$ cat config.mk
export PLATFORM = sky130hd
export DESIGN_NAME = three_pll_clock_synth
export DESIGN_NICKNAME = d
export VERILOG_FILES = /design/src/clock_synth_pkg.sv /design/src/three_pll_clock_synth.sv /design/src/synth_loop.sv
export SDC_FILE = /design/constraint.sdc
export NUM_CORES = 1
export LEC_CHECK = 0
export BUFFER_PORTS_ARGS = -buffer_cell sky130_fd_sc_hd__buf_2
export CORE_UTILIZATION = 50
export DETAILED_ROUTE_END_ITERATION = 7
export PLACE_DENSITY = 0.68
export SYNTH_ARGS = -nofsm -noshare
export SYNTH_HDL_FRONTEND = slang
export SYNTH_HIERARCHICAL = 1
export SYNTH_SLANG_ARGS = --single-unit
$ cat constraint.sdc
create_clock -name mclk -period 8.1 [get_ports mclk]
set_clock_uncertainty 0.1 [all_clocks]
set_input_delay 1.215 -clock mclk [delete_from_list [all_inputs] [get_ports mclk]]
set_output_delay 1.215 -clock mclk [all_outputs]
set_load 0.01 [all_outputs]
$ cat src/clock_synth_pkg.sv
/*
 * Constants shared by the three-loop clock synthesiser: register offsets,
 * field positions, reset values, control pin functions and lock timing.
 * Assumes a 32-bit APB register bus with byte addresses on an 8-bit paddr.
 */
package clock_synth_pkg;

   localparam int unsigned ADDR_W     = 8;
   localparam int unsigned DATA_W     = 32;
   localparam int unsigned NUM_LOOPS  = 3;
   localparam int unsigned NUM_OUTS   = 3;
   localparam int unsigned Q_W        = 8;
   localparam int unsigned P_W        = 11;
   localparam int unsigned DIV_W      = 7;
   localparam int unsigned ACC_W      = 14;
   localparam int unsigned CAP_W      = 6;
   localparam int unsigned DRIVE_W    = 2;
   localparam int unsigned SEL_W      = 2;

   // Register byte addresses
   localparam logic [7:0] ADDR_CTRL     = 8'h00;
   localparam logic [7:0] ADDR_XTAL     = 8'h04;
   localparam logic [7:0] ADDR_LOOP1_S0 = 8'h08;
   localparam logic [7:0] ADDR_LOOP2    = 8'h0C;
   localparam logic [7:0] ADDR_LOOP3    = 8'h10;
   localparam logic [7:0] ADDR_LOOP1_S1 = 8'h14;
   localparam logic [7:0] ADDR_XBAR     = 8'h18;
   localparam logic [7:0] ADDR_DIV_A    = 8'h1C;
   localparam logic [7:0] ADDR_DIV_B    = 8'h20;
   localparam logic [7:0] ADDR_DIV_C    = 8'h24;
   localparam logic [7:0] ADDR_STATUS   = 8'h28;

   // Control register fields
   localparam int unsigned CTRL_MODE_LSB     = 0;
   localparam int unsigned CTRL_SUSP_ALSO    = 2;
   localparam int unsigned CTRL_SUSP_LOOP_LSB = 3;
   localparam int unsigned CTRL_SUSP_OUT_LSB = 6;
   localparam int unsigned CTRL_INV_LSB      = 9;
   localparam int unsigned CTRL_W            = 12;

   // Crystal register fields
   localparam int unsigned XTAL_CAP_LSB   = 0;
   localparam int unsigned XTAL_BYPASS    = 6;
   localparam int unsigned XTAL_DRIVE_LSB = 8;
   localparam int unsigned XTAL_W         = 10;

   // Loop setting fields
   localparam int unsigned LOOP_Q_LSB = 0;
   localparam int unsigned LOOP_P_LSB = 8;
   localparam int unsigned LOOP_W     = 19;

   // Post divider fields
   localparam int unsigned DIV_S0_LSB = 0;
   localparam int unsigned DIV_S1_LSB = 8;
   localparam int unsigned DIVR_W     = 15;

   // Status fields
   localparam int unsigned ST_FS_LVL   = 0;
   localparam int unsigned ST_LOCK_LSB = 1;
   localparam int unsigned ST_SHUTDOWN = 4;
   localparam int unsigned ST_SUSPEND  = 5;
   localparam int unsigned ST_OE_LSB   = 6;

   // Reset values
   localparam logic [CTRL_W-1:0] CTRL_RESET = 12'h002;
   localparam logic [XTAL_W-1:0] XTAL_RESET = 10'h100;
   localparam logic [LOOP_W-1:0] LOOP_RESET = 19'h00101;
   localparam logic [5:0]        XBAR_RESET = 6'h00;
   localparam logic [DIVR_W-1:0] DIV_RESET  = 15'h0101;

   // Control pin functions
   localparam logic [1:0] MODE_FREQ_SEL = 2'h0;
   localparam logic [1:0] MODE_SUSPEND  = 2'h1;
   localparam logic [1:0] MODE_OUT_EN   = 2'h2;
   localparam logic [1:0] MODE_SHUTDOWN = 2'h3;

   // Crosspoint sources
   localparam logic [1:0] SRC_REF   = 2'h0;
   localparam logic [1:0] SRC_LOOP1 = 2'h1;
   localparam logic [1:0] SRC_LOOP2 = 2'h2;
   localparam logic [1:0] SRC_LOOP3 = 2'h3;

   // Reference periods counted before a loop reports lock
   localparam int unsigned LOCK_REF_TICKS = 16;
   localparam int unsigned LOCK_W         = 5;

endpackage : clock_synth_pkg

$ cat src/three_pll_clock_synth.sv
/*
 * Three-loop clock synthesiser: APB register file, control pin functions,
 * crosspoint and glitch-free post dividers driving three clock outputs.
 * Assumes crystal_in_pin and freq_select_input are asynchronous pins and
 * an APB master on mclk; output enables drive the tri-state pad cells.
 */
// Decided for this implementation: the address map and the APB register port.
// Operation
// Each loop makes reference times p over q
// Control pin may switch first loop frequency
// Control pin has four programmable functions
// Pin level picks between two setting sets
// Divider changes apply only at period ends
// Suspend may act together with frequency select
// Output enable low floats all outputs
// Shutdown low floats outputs, stops everything
// Loops relock before outputs run again
// Six-bit crystal load capacitance code
// Load capacitors bypassable for driven reference
// Oscillator drive strength is programmable
// Any of four sources to any output
// Outputs A and B pick divider by level
// Output C uses one fixed divider setting
// Suspended loops need their outputs suspended too
// Suspend stops loops and floats chosen outputs
// Per-output inverted phase selection
// Post divider divides by its integer value
`timescale 1ns/1ps
`default_nettype none

module three_pll_clock_synth
   import clock_synth_pkg::*;
(
   input  wire logic              mclk,
   input  wire logic              reset_n,
   input  wire logic              psel,
   input  wire logic              penable,
   input  wire logic              pwrite,
   input  wire logic [ADDR_W-1:0] paddr,
   input  wire logic [DATA_W-1:0] pwdata,
   output logic      [DATA_W-1:0] prdata,
   output logic                   pready,
   output logic                   pslverr,
   input  wire logic              crystal_in_pin,
   output logic                   crystal_feedback_pin,
   output logic                   crystal_feedback_pin_oe,
   input  wire logic              freq_select_input,
   output logic                   clock_out_a,
   output logic                   clock_out_a_oe,
   output logic                   clock_out_b,
   output logic                   clock_out_b_oe,
   output logic                   clock_out_c,
   output logic                   clock_out_c_oe,
   output logic      [CAP_W-1:0]  cap_load_code,
   output logic                   cap_bypass,
   output logic      [DRIVE_W-1:0] osc_drive
);

   // Register index decode, shared by read and write paths
   function automatic logic addr_known(input logic [ADDR_W-1:0] a);
      case (a)
         ADDR_CTRL, ADDR_XTAL, ADDR_LOOP1_S0, ADDR_LOOP2, ADDR_LOOP3,
         ADDR_LOOP1_S1, ADDR_XBAR, ADDR_DIV_A, ADDR_DIV_B, ADDR_DIV_C,
         ADDR_STATUS:
            addr_known = 1'b1;
         default:
            addr_known = 1'b0;
      endcase
   endfunction : addr_known

   logic [CTRL_W-1:0] ctrl_q;
   logic [XTAL_W-1:0] xtal_q;
   logic [LOOP_W-1:0] loop1_s0_q;
   logic [LOOP_W-1:0] loop1_s1_q;
   logic [LOOP_W-1:0] loop2_q;
   logic [LOOP_W-1:0] loop3_q;
   logic [5:0]        xbar_q;
   logic [DIVR_W-1:0] div_a_q;
   logic [DIVR_W-1:0] div_b_q;
   logic [DIVR_W-1:0] div_c_q;
   logic [DATA_W-1:0] prdata_q;
   logic              pready_q;
   logic              pslverr_q;
   logic [DATA_W-1:0] rd_mux;
   logic              wr_en;

   logic [1:0]        fs_sync_q;
   logic [2:0]        xtal_sync_q;
   logic              xtal_fb_q;
   logic              xtal_fb_oe_q;
   logic              ref_rise;
   logic              ref_edge;

   logic [1:0]        pin_mode;
   logic              pin_lvl;
   logic              fs_lvl;
   logic              suspend_on;
   logic              float_all;
   logic              shutdown_on;

   logic [NUM_LOOPS-1:0] loop_en;
   logic [NUM_LOOPS-1:0] loop_tick;
   logic [NUM_LOOPS-1:0] loop_locked;
   logic [LOOP_W-1:0]    loop_cfg [NUM_LOOPS];
   logic [NUM_OUTS-1:0]  out_clk;
   logic [NUM_OUTS-1:0]  out_oe;

   // APB slave with one wait state; read data latched on the same edge that raises pready
   assign wr_en = psel && penable && pready_q && pwrite && addr_known(paddr);

   always_ff @(posedge mclk)
   begin
      if (!reset_n)
      begin
         pready_q  <= 1'b0;
         pslverr_q <= 1'b0;
         prdata_q  <= '0;
      end
      else
      begin
         pready_q <= psel && penable && !pready_q;
         if (psel && penable && !pready_q)
         begin
            pslverr_q <= !addr_known(paddr);
            prdata_q  <= pwrite ? '0 : rd_mux;
         end
         else
         begin
            pslverr_q <= 1'b0;
         end
      end
   end

   always_ff @(posedge mclk)
   begin
      if (!reset_n)
      begin
         ctrl_q     <= CTRL_RESET;
         xtal_q     <= XTAL_RESET;
         loop1_s0_q <= LOOP_RESET;
         loop1_s1_q <= LOOP_RESET;
         loop2_q    <= LOOP_RESET;
         loop3_q    <= LOOP_RESET;
         xbar_q     <= XBAR_RESET;
         div_a_q    <= DIV_RESET;
         div_b_q    <= DIV_RESET;
         div_c_q    <= {8'h00, DIV_RESET[DIV_W-1:0]};
      end
      else if (wr_en)
      begin
         case (paddr)
            ADDR_CTRL:     ctrl_q     <= pwdata[CTRL_W-1:0];
            ADDR_XTAL:     xtal_q     <= pwdata[XTAL_W-1:0];
            ADDR_LOOP1_S0: loop1_s0_q <= pwdata[LOOP_W-1:0];
            ADDR_LOOP1_S1: loop1_s1_q <= pwdata[LOOP_W-1:0];
            ADDR_LOOP2:    loop2_q    <= pwdata[LOOP_W-1:0];
            ADDR_LOOP3:    loop3_q    <= pwdata[LOOP_W-1:0];
            ADDR_XBAR:     xbar_q     <= pwdata[5:0];
            ADDR_DIV_A:    div_a_q    <= pwdata[DIVR_W-1:0];
            ADDR_DIV_B:    div_b_q    <= pwdata[DIVR_W-1:0];
            ADDR_DIV_C:    div_c_q    <= {8'h00, pwdata[DIV_W-1:0]};
            default:       ctrl_q     <= ctrl_q;
         endcase
      end
   end

   always_comb
   begin
      rd_mux = '0;
      case (paddr)
         ADDR_CTRL:     rd_mux = DATA_W'(ctrl_q);
         ADDR_XTAL:     rd_mux = DATA_W'(xtal_q);
         ADDR_LOOP1_S0: rd_mux = DATA_W'(loop1_s0_q);
         ADDR_LOOP1_S1: rd_mux = DATA_W'(loop1_s1_q);
         ADDR_LOOP2:    rd_mux = DATA_W'(loop2_q);
         ADDR_LOOP3:    rd_mux = DATA_W'(loop3_q);
         ADDR_XBAR:     rd_mux = DATA_W'(xbar_q);
         ADDR_DIV_A:    rd_mux = DATA_W'(div_a_q);
         ADDR_DIV_B:    rd_mux = DATA_W'(div_b_q);
         ADDR_DIV_C:    rd_mux = DATA_W'(div_c_q);
         ADDR_STATUS:
         begin
            rd_mux[ST_FS_LVL]                     = fs_lvl;
            rd_mux[ST_LOCK_LSB +: NUM_LOOPS]      = loop_locked;
            rd_mux[ST_SHUTDOWN]                   = shutdown_on;
            rd_mux[ST_SUSPEND]                    = suspend_on;
            rd_mux[ST_OE_LSB +: NUM_OUTS]         = out_oe;
         end
         default:       rd_mux = '0;
      endcase
   end

   // Pin synchronisers; freq select reads its second stage, crystal its second and third
   always_ff @(posedge mclk)
   begin
      if (!reset_n)
      begin
         fs_sync_q   <= '0;
         xtal_sync_q <= '0;
      end
      else
      begin
         fs_sync_q   <= {fs_sync_q[0], freq_select_input};
         xtal_sync_q <= {xtal_sync_q[1:0], crystal_in_pin};
      end
   end

   assign ref_rise = xtal_sync_q[1] && !xtal_sync_q[2];
   assign ref_edge = xtal_sync_q[1] ^ xtal_sync_q[2];

   // Control pin function decode
   assign pin_mode    = ctrl_q[CTRL_MODE_LSB +: 2];
   assign pin_lvl     = fs_sync_q[1];
   assign fs_lvl      = (pin_mode == MODE_FREQ_SEL) && pin_lvl;
   assign suspend_on  = !pin_lvl && ((pin_mode == MODE_SUSPEND) ||
                        ((pin_mode == MODE_FREQ_SEL) && ctrl_q[CTRL_SUSP_ALSO]));
   assign float_all   = !pin_lvl && (pin_mode == MODE_OUT_EN);
   assign shutdown_on = !pin_lvl && (pin_mode == MODE_SHUTDOWN);

   // Oscillator feedback: inverted reference, released when bypassed
   always_ff @(posedge mclk)
   begin
      if (!reset_n)
      begin
         xtal_fb_q    <= 1'b0;
         xtal_fb_oe_q <= 1'b0;
      end
      else
      begin
         xtal_fb_q    <= !xtal_sync_q[1];
         xtal_fb_oe_q <= !xtal_q[XTAL_BYPASS] && !shutdown_on;
      end
   end

   assign crystal_feedback_pin    = xtal_fb_q;
   assign crystal_feedback_pin_oe = xtal_fb_oe_q;
   assign cap_load_code           = xtal_q[XTAL_CAP_LSB +: CAP_W];
   assign cap_bypass              = xtal_q[XTAL_BYPASS];
   assign osc_drive               = xtal_q[XTAL_DRIVE_LSB +: DRIVE_W];

   assign loop_cfg[0] = fs_lvl ? loop1_s1_q : loop1_s0_q;
   assign loop_cfg[1] = loop2_q;
   assign loop_cfg[2] = loop3_q;

   genvar gi;
   generate
      for (gi = 0; gi < NUM_LOOPS; gi++)
      begin : g_loop
         // A suspended or shut down loop loses lock and must relock
         assign loop_en[gi] = !shutdown_on &&
                              !(suspend_on && ctrl_q[CTRL_SUSP_LOOP_LSB + gi]);

         synth_loop u_loop (
            .mclk    (mclk),
            .reset_n (reset_n),
            .enable  (loop_en[gi]),
            .ref_tick(ref_rise),
            .q       (loop_cfg[gi][LOOP_Q_LSB +: Q_W]),
            .p       (loop_cfg[gi][LOOP_P_LSB +: P_W]),
            .tick    (loop_tick[gi]),
            .locked  (loop_locked[gi])
         );
      end

      for (gi = 0; gi < NUM_OUTS; gi++)
      begin : g_out
         logic [SEL_W-1:0] src_sel;
         logic             src_tick;
         logic [DIV_W-1:0] div_want;
         logic [DIV_W-1:0] div_cur_q;
         logic [DIV_W-1:0] cnt_q;
         logic             half_q;
         logic             run;
         logic             out_q;
         logic             oe_q;

         assign src_sel = xbar_q[gi*SEL_W +: SEL_W];

         // Crosspoint: reference or any loop to this output
         always_comb
         begin
            case (src_sel)
               SRC_REF:   src_tick = ref_edge;
               SRC_LOOP1: src_tick = loop_tick[0];
               SRC_LOOP2: src_tick = loop_tick[1];
               SRC_LOOP3: src_tick = loop_tick[2];
               default:   src_tick = 1'b0;
            endcase
         end

         if (gi < 2)
         begin : g_sel
            logic [DIVR_W-1:0] div_reg;
            assign div_reg  = (gi == 0) ? div_a_q : div_b_q;
            assign div_want = fs_lvl ? div_reg[DIV_S1_LSB +: DIV_W]
                                     : div_reg[DIV_S0_LSB +: DIV_W];
         end
         else
         begin : g_fix
            assign div_want = div_c_q[DIV_S0_LSB +: DIV_W];
         end

         // Suspending a loop without its outputs is a programming error
         assign run = !shutdown_on &&
                      !(suspend_on && ctrl_q[CTRL_SUSP_OUT_LSB + gi]) &&
                      (div_cur_q != '0);

         // Toggle every div_cur ticks; while running, reload only after a half with half_q high
         always_ff @(posedge mclk)
         begin
            if (!reset_n)
            begin
               cnt_q     <= '0;
               half_q    <= 1'b0;
               div_cur_q <= DIV_RESET[DIV_W-1:0];
            end
            else if (!run)
            begin
               cnt_q     <= '0;
               half_q    <= 1'b0;
               div_cur_q <= div_want;
            end
            else if (src_tick)
            begin
               if (cnt_q + DIV_W'(1) >= div_cur_q)
               begin
                  cnt_q  <= '0;
                  half_q <= !half_q;
                  if (half_q)
                     div_cur_q <= div_want;
               end
               else
               begin
                  cnt_q <= cnt_q + DIV_W'(1);
               end
            end
         end

         always_ff @(posedge mclk)
         begin
            if (!reset_n)
            begin
               out_q <= 1'b0;
               oe_q  <= 1'b0;
            end
            else
            begin
               out_q <= half_q ^ ctrl_q[CTRL_INV_LSB + gi];
               oe_q  <= !shutdown_on && !float_all &&
                        !(suspend_on && ctrl_q[CTRL_SUSP_OUT_LSB + gi]);
            end
         end

         assign out_clk[gi] = out_q;
         assign out_oe[gi]  = oe_q;
      end
   endgenerate

   assign clock_out_a    = out_clk[0];
   assign clock_out_a_oe = out_oe[0];
   assign clock_out_b    = out_clk[1];
   assign clock_out_b_oe = out_oe[1];
   assign clock_out_c    = out_clk[2];
   assign clock_out_c_oe = out_oe[2];
   assign prdata         = prdata_q;
   assign pready         = pready_q;
   assign pslverr        = pslverr_q;

endmodule : three_pll_clock_synth

`default_nettype wire

$ cat src/synth_loop.sv
/*
 * One synthesis loop: a numerically controlled oscillator that yields
 * reference * p / q as half-period ticks on mclk, gated by a lock timer.
 * Assumes ref_tick is a one-cycle pulse per reference period on mclk.
 */
`timescale 1ns/1ps
`default_nettype none

module synth_loop
   import clock_synth_pkg::*;
(
   input  wire logic           mclk,
   input  wire logic           reset_n,
   input  wire logic           enable,
   input  wire logic           ref_tick,
   input  wire logic [Q_W-1:0] q,
   input  wire logic [P_W-1:0] p,
   output logic                tick,
   output logic                locked
);

   logic [ACC_W-1:0]  acc_q;
   logic [ACC_W-1:0]  acc_d;
   logic [LOCK_W-1:0] lock_cnt_q;
   logic              locked_q;
   logic              tick_q;
   logic              emit;
   logic              valid_cfg;

   assign valid_cfg = (q != '0) && (p != '0);
   assign emit      = valid_cfg && (acc_q >= ACC_W'(q));

   // Two half periods per output period, so 2p per reference period
   always_comb
   begin
      acc_d = acc_q;
      if (emit)
         acc_d = acc_d - ACC_W'(q);
      if (ref_tick && !acc_q[ACC_W-1])
         acc_d = acc_d + ACC_W'({p, 1'b0});
   end

   always_ff @(posedge mclk)
   begin
      if (!reset_n || !enable)
         acc_q <= '0;
      else
         acc_q <= acc_d;
   end

   // Lock is lost whenever the loop is stopped
   always_ff @(posedge mclk)
   begin
      if (!reset_n || !enable || !valid_cfg)
      begin
         lock_cnt_q <= '0;
         locked_q   <= 1'b0;
      end
      else if (ref_tick && !locked_q)
      begin
         lock_cnt_q <= lock_cnt_q + LOCK_W'(1);
         locked_q   <= (lock_cnt_q == LOCK_W'(LOCK_REF_TICKS - 1));
      end
   end

   always_ff @(posedge mclk)
   begin
      if (!reset_n || !enable)
         tick_q <= 1'b0;
      else
         tick_q <= emit && locked_q;
   end

   assign tick   = tick_q;
   assign locked = locked_q;

endmodule : synth_loop

`default_nettype wire

==> results_dict.tcl <==
set metrics [dict create \
    synth_top_family_by_area "simple AND/OR/NAND/NOR gates" \
    worstHoldStart "xtal_sync_q[0]" \
    setup.worst_path.start "ctrl_q[0]" \
    cp_data_arrival_time_ns 6.48 \
    hp-class "register to register" \
    fillerInstances 3042 \
    hold_buffers 0 \
    grt.total_usage 0.285 \
    drt_iter0_drc 1485 \
    place_ws_ns 2.01 \
    async_reset_ff_frac 0 \
    cts_made_buffers 31 \
    worstMarginPinSlew_ns 1.28 \
    crit_path_start_kind "register" \
    die_w_um 186 \
    clk_path_buf_depth 3 \
    synth_compound_area_frac 0.173 \
    max_freq_mhz 163 \
    rows 66 \
    period_share 0.760 \
    synth_seq_cells 283 \
    die_area_um2 34600 \
    final-seq-area_um2 5670 \
    synth-main-ff-cell "dfxtp_1" \
    period_minus_slack_ns 6.15 \
    maxCapViolCount 0 \
    grt_max_degree 102 \
    path_max_fanout 28 \
    slew_headroom 0.145 \
    synthXorXnorAreaFrac 0.0485 \
    drc_errors 0 \
    yosys_warnings 6 \
    h-tree-depth 1 \
    syn_to_final_growth_pct 8.72 \
    synth.distinct_cells 91 \
    max-vdd-ir-drop_uv 207 \
    final_common_cell "nand2_1" \
    clock_latency_ns 0.58 \
    multi_input_area_um2 10400 \
    cts.sinks 283 \
    grt_first_pass_wirelength_mm 76.4 \
    r2r_slack_ns 1.95 \
    gp_congestion 0.971 \
    outcome "finished, final reports clean" \
    hold_viol 0 \
    start_util 0.514 \
    required_ns 8.42 \
    muxShareOfSynthArea 0.0927 \
    synth_adder_area_share 0.0744 \
    grt_overflow_total 0 \
    yosysTopAreaCellShare 0.335 \
    setup_viol 0 \
    num_antenna_cells 0 \
    clk_pin_slew_ns 0.06 \
    synth_area_um2 16900 \
    finalMaxSlewViolations 0 \
    synth-simple-area-share 0.221 \
    drive_above_1_share 0.118 \
    nNetsFinal 2130 \
    clk_root_buffer_cell "clkbuf_16" \
    dp_hpwl_mm 36.1 \
    ios 98 \
    wl_mm 49.2 \
    cts_resized 0 \
    vias 14500 \
    core_um2 32900 \
    critical_path_class "register to register" \
    avgRoutedWirePerCell_um 20.1 \
    first_pass_iters 6 \
    layout_setup_ws_ns 1.95 \
    via_per_inst 5.92 \
    hold_slack_ns 0.333 \
    grt_setup_unrepaired "no" \
    synth_edf_count 0 \
    syn_inst 1979 \
    r2r_start "ctrl_q[0]" \
    ant_nets 0 \
    grt_pass1_vias 13700 \
    cts_setup_buffers 0 \
    pwr_density_cell_nw_per_um2 285 \
    chipHeight_um 186 \
    p_leak_nw 7.37 \
    synth-seq-area-share 0.335 \
    synth_area_leaders "dfxtp_1, nand2_1, ha_1" \
    synth.largest_area_cell "dfxtp_1" \
    syn_avg_cell_area_um2 8.54 \
    numPortBuffers 71 \
    final_cell_mix "nand2_1, dfxtp_1, nor2_1" \
    final_core_util 0.559 \
    tritoncts "built" \
    setup-tns-final_ns 0 \
    antenna_found_initial 0 \
    crit_path_end_kind "register" \
]
==> critical path, cell delays in order, from the launching register on <==
cell and delay, ns:
dfxtp_1 0.36, nor3b_4 0.44, buf_4 0.47, mux2_2 0.41
inv_1 0.06, ha_1 0.28, and4_1 0.21, and3_1 0.21
or4_4 0.52, o21bai_4 0.38, mux2i_1 0.39, inv_1 0.08
ha_1 0.27, a21oi_1 0.21, o211ai_1 0.18, o41ai_1 0.45
o21ai_0 0.26, a211oi_1 0.44, o31a_1 0.18, nor3_1 0.04
==> path summary, 6_finish.rpt <==
kind,depth (start not counted),to
min reg2reg,1,xtal_sync_q[1]
max,19,g_loop[0].u_loop/acc_q[12]
max reg2reg,19,g_loop[0].u_loop/acc_q[12]
min,1,xtal_sync_q[1]
==> sequential cells by signal (all words and copies together), names as in the netlist, 3 cells and up <==
name and count:
div_c_q 7, xbar_q 6, loop1_s1_q 19, xtal_sync_q 3, ctrl_q 12, xtal_q 10
loop1_s0_q 19, g_out.div_cur_q 21, g_out.half_q 3, g_loop.u_loop/tick 3, prdata 19, g_loop.u_loop/locked 3
div_a_q 15, g_loop.u_loop/acc_q 42, loop2_q 19, g_out.cnt_q 21, g_loop.u_loop/lock_cnt_q 15, div_b_q 15
loop3_q 19
==> cells in the mapped netlist (all sizes together) (5+ instances only) <==
cell     instances
and2            16
mux2            55
a211oi          22
buf             63
a21oi           66
clkbuf          55
nand2b          15
nor2b           59
a221oi          18
fa               6
o21a            18
nor4            28
a21boi          98
nand2          349
a21o            14
o211ai           8
nor2           106
a2bb2oi          5
a31oi            9
or3              7
xor2            65
o21ai           63
a32oi            6
mux2i           86
nor3            48
or4              7
and3            29
xnor2           27
nand4           12
o31ai            8
a22o            19
nor3b           10
dfxtp          283
ha              91
nand3           43
a221o            7
o22ai            5
a22oi           16
inv             80
==> cell type report <==
class	count	area share
flip-flops and latches	283	0.308
clock buffers	44	0.0503
multi-input cells	1510	0.564
clock inverters	14	0.00790
repair buffers	80	0.0233
well taps	442	0.0301
inverters	80	0.0163
==> cell families (layout without fill, tap and decap cells) <==
group	after synthesis	in the layout
buffers and inverters	198	218
adder cells (fa/ha/maj)	97	97
XOR/XNOR	92	92
AND/OR/NAND/NOR	751	751
flip-flops	283	283
multiplexers	144	144
other	1	13
AO/OA/AOI/OAI	413	413
==> metal layers <==
layer / vias up / global-route usage / share of wire
met1: 6940 / 0.383 / 0.44
met4: 0 / 0.0925 / 0.033
met2: 544 / 0.464 / 0.45
met5: - / 0 / 0
li1: 6953 / - / -
met3: 92 / 0.0444 / 0.074
==> report_power, final <==
| part | leakage (nW) | switching, mW | internal, mW |
|---|---|---|---|
| clock network | 0.519 | 0.604 | 0.859 |
| logic | 4.55 | 1.24 | 0.980 |
| registers | 2.29 | 0.0717 | 1.48 |
==> metrics by stage <==
| stage | std cells | instance area, um2 | total power [mW] |
|---|---|---|---|
| 2_1_floorplan | 1991 | 17000 | 3.42 |
| 3_3_place_gp | 2395 | 17300 | 3.71 |
| 3_5_place_dp | 2395 | 17300 | 3.77 |
| 4_1_cts | 2453 | 18400 | 5.25 |
| 5_1_grt | 2453 | 18400 | 5.60 |
| 6_report | 2453 | 18400 | 5.23 |
No activity file was read; power rests on OpenSTA's default activity.
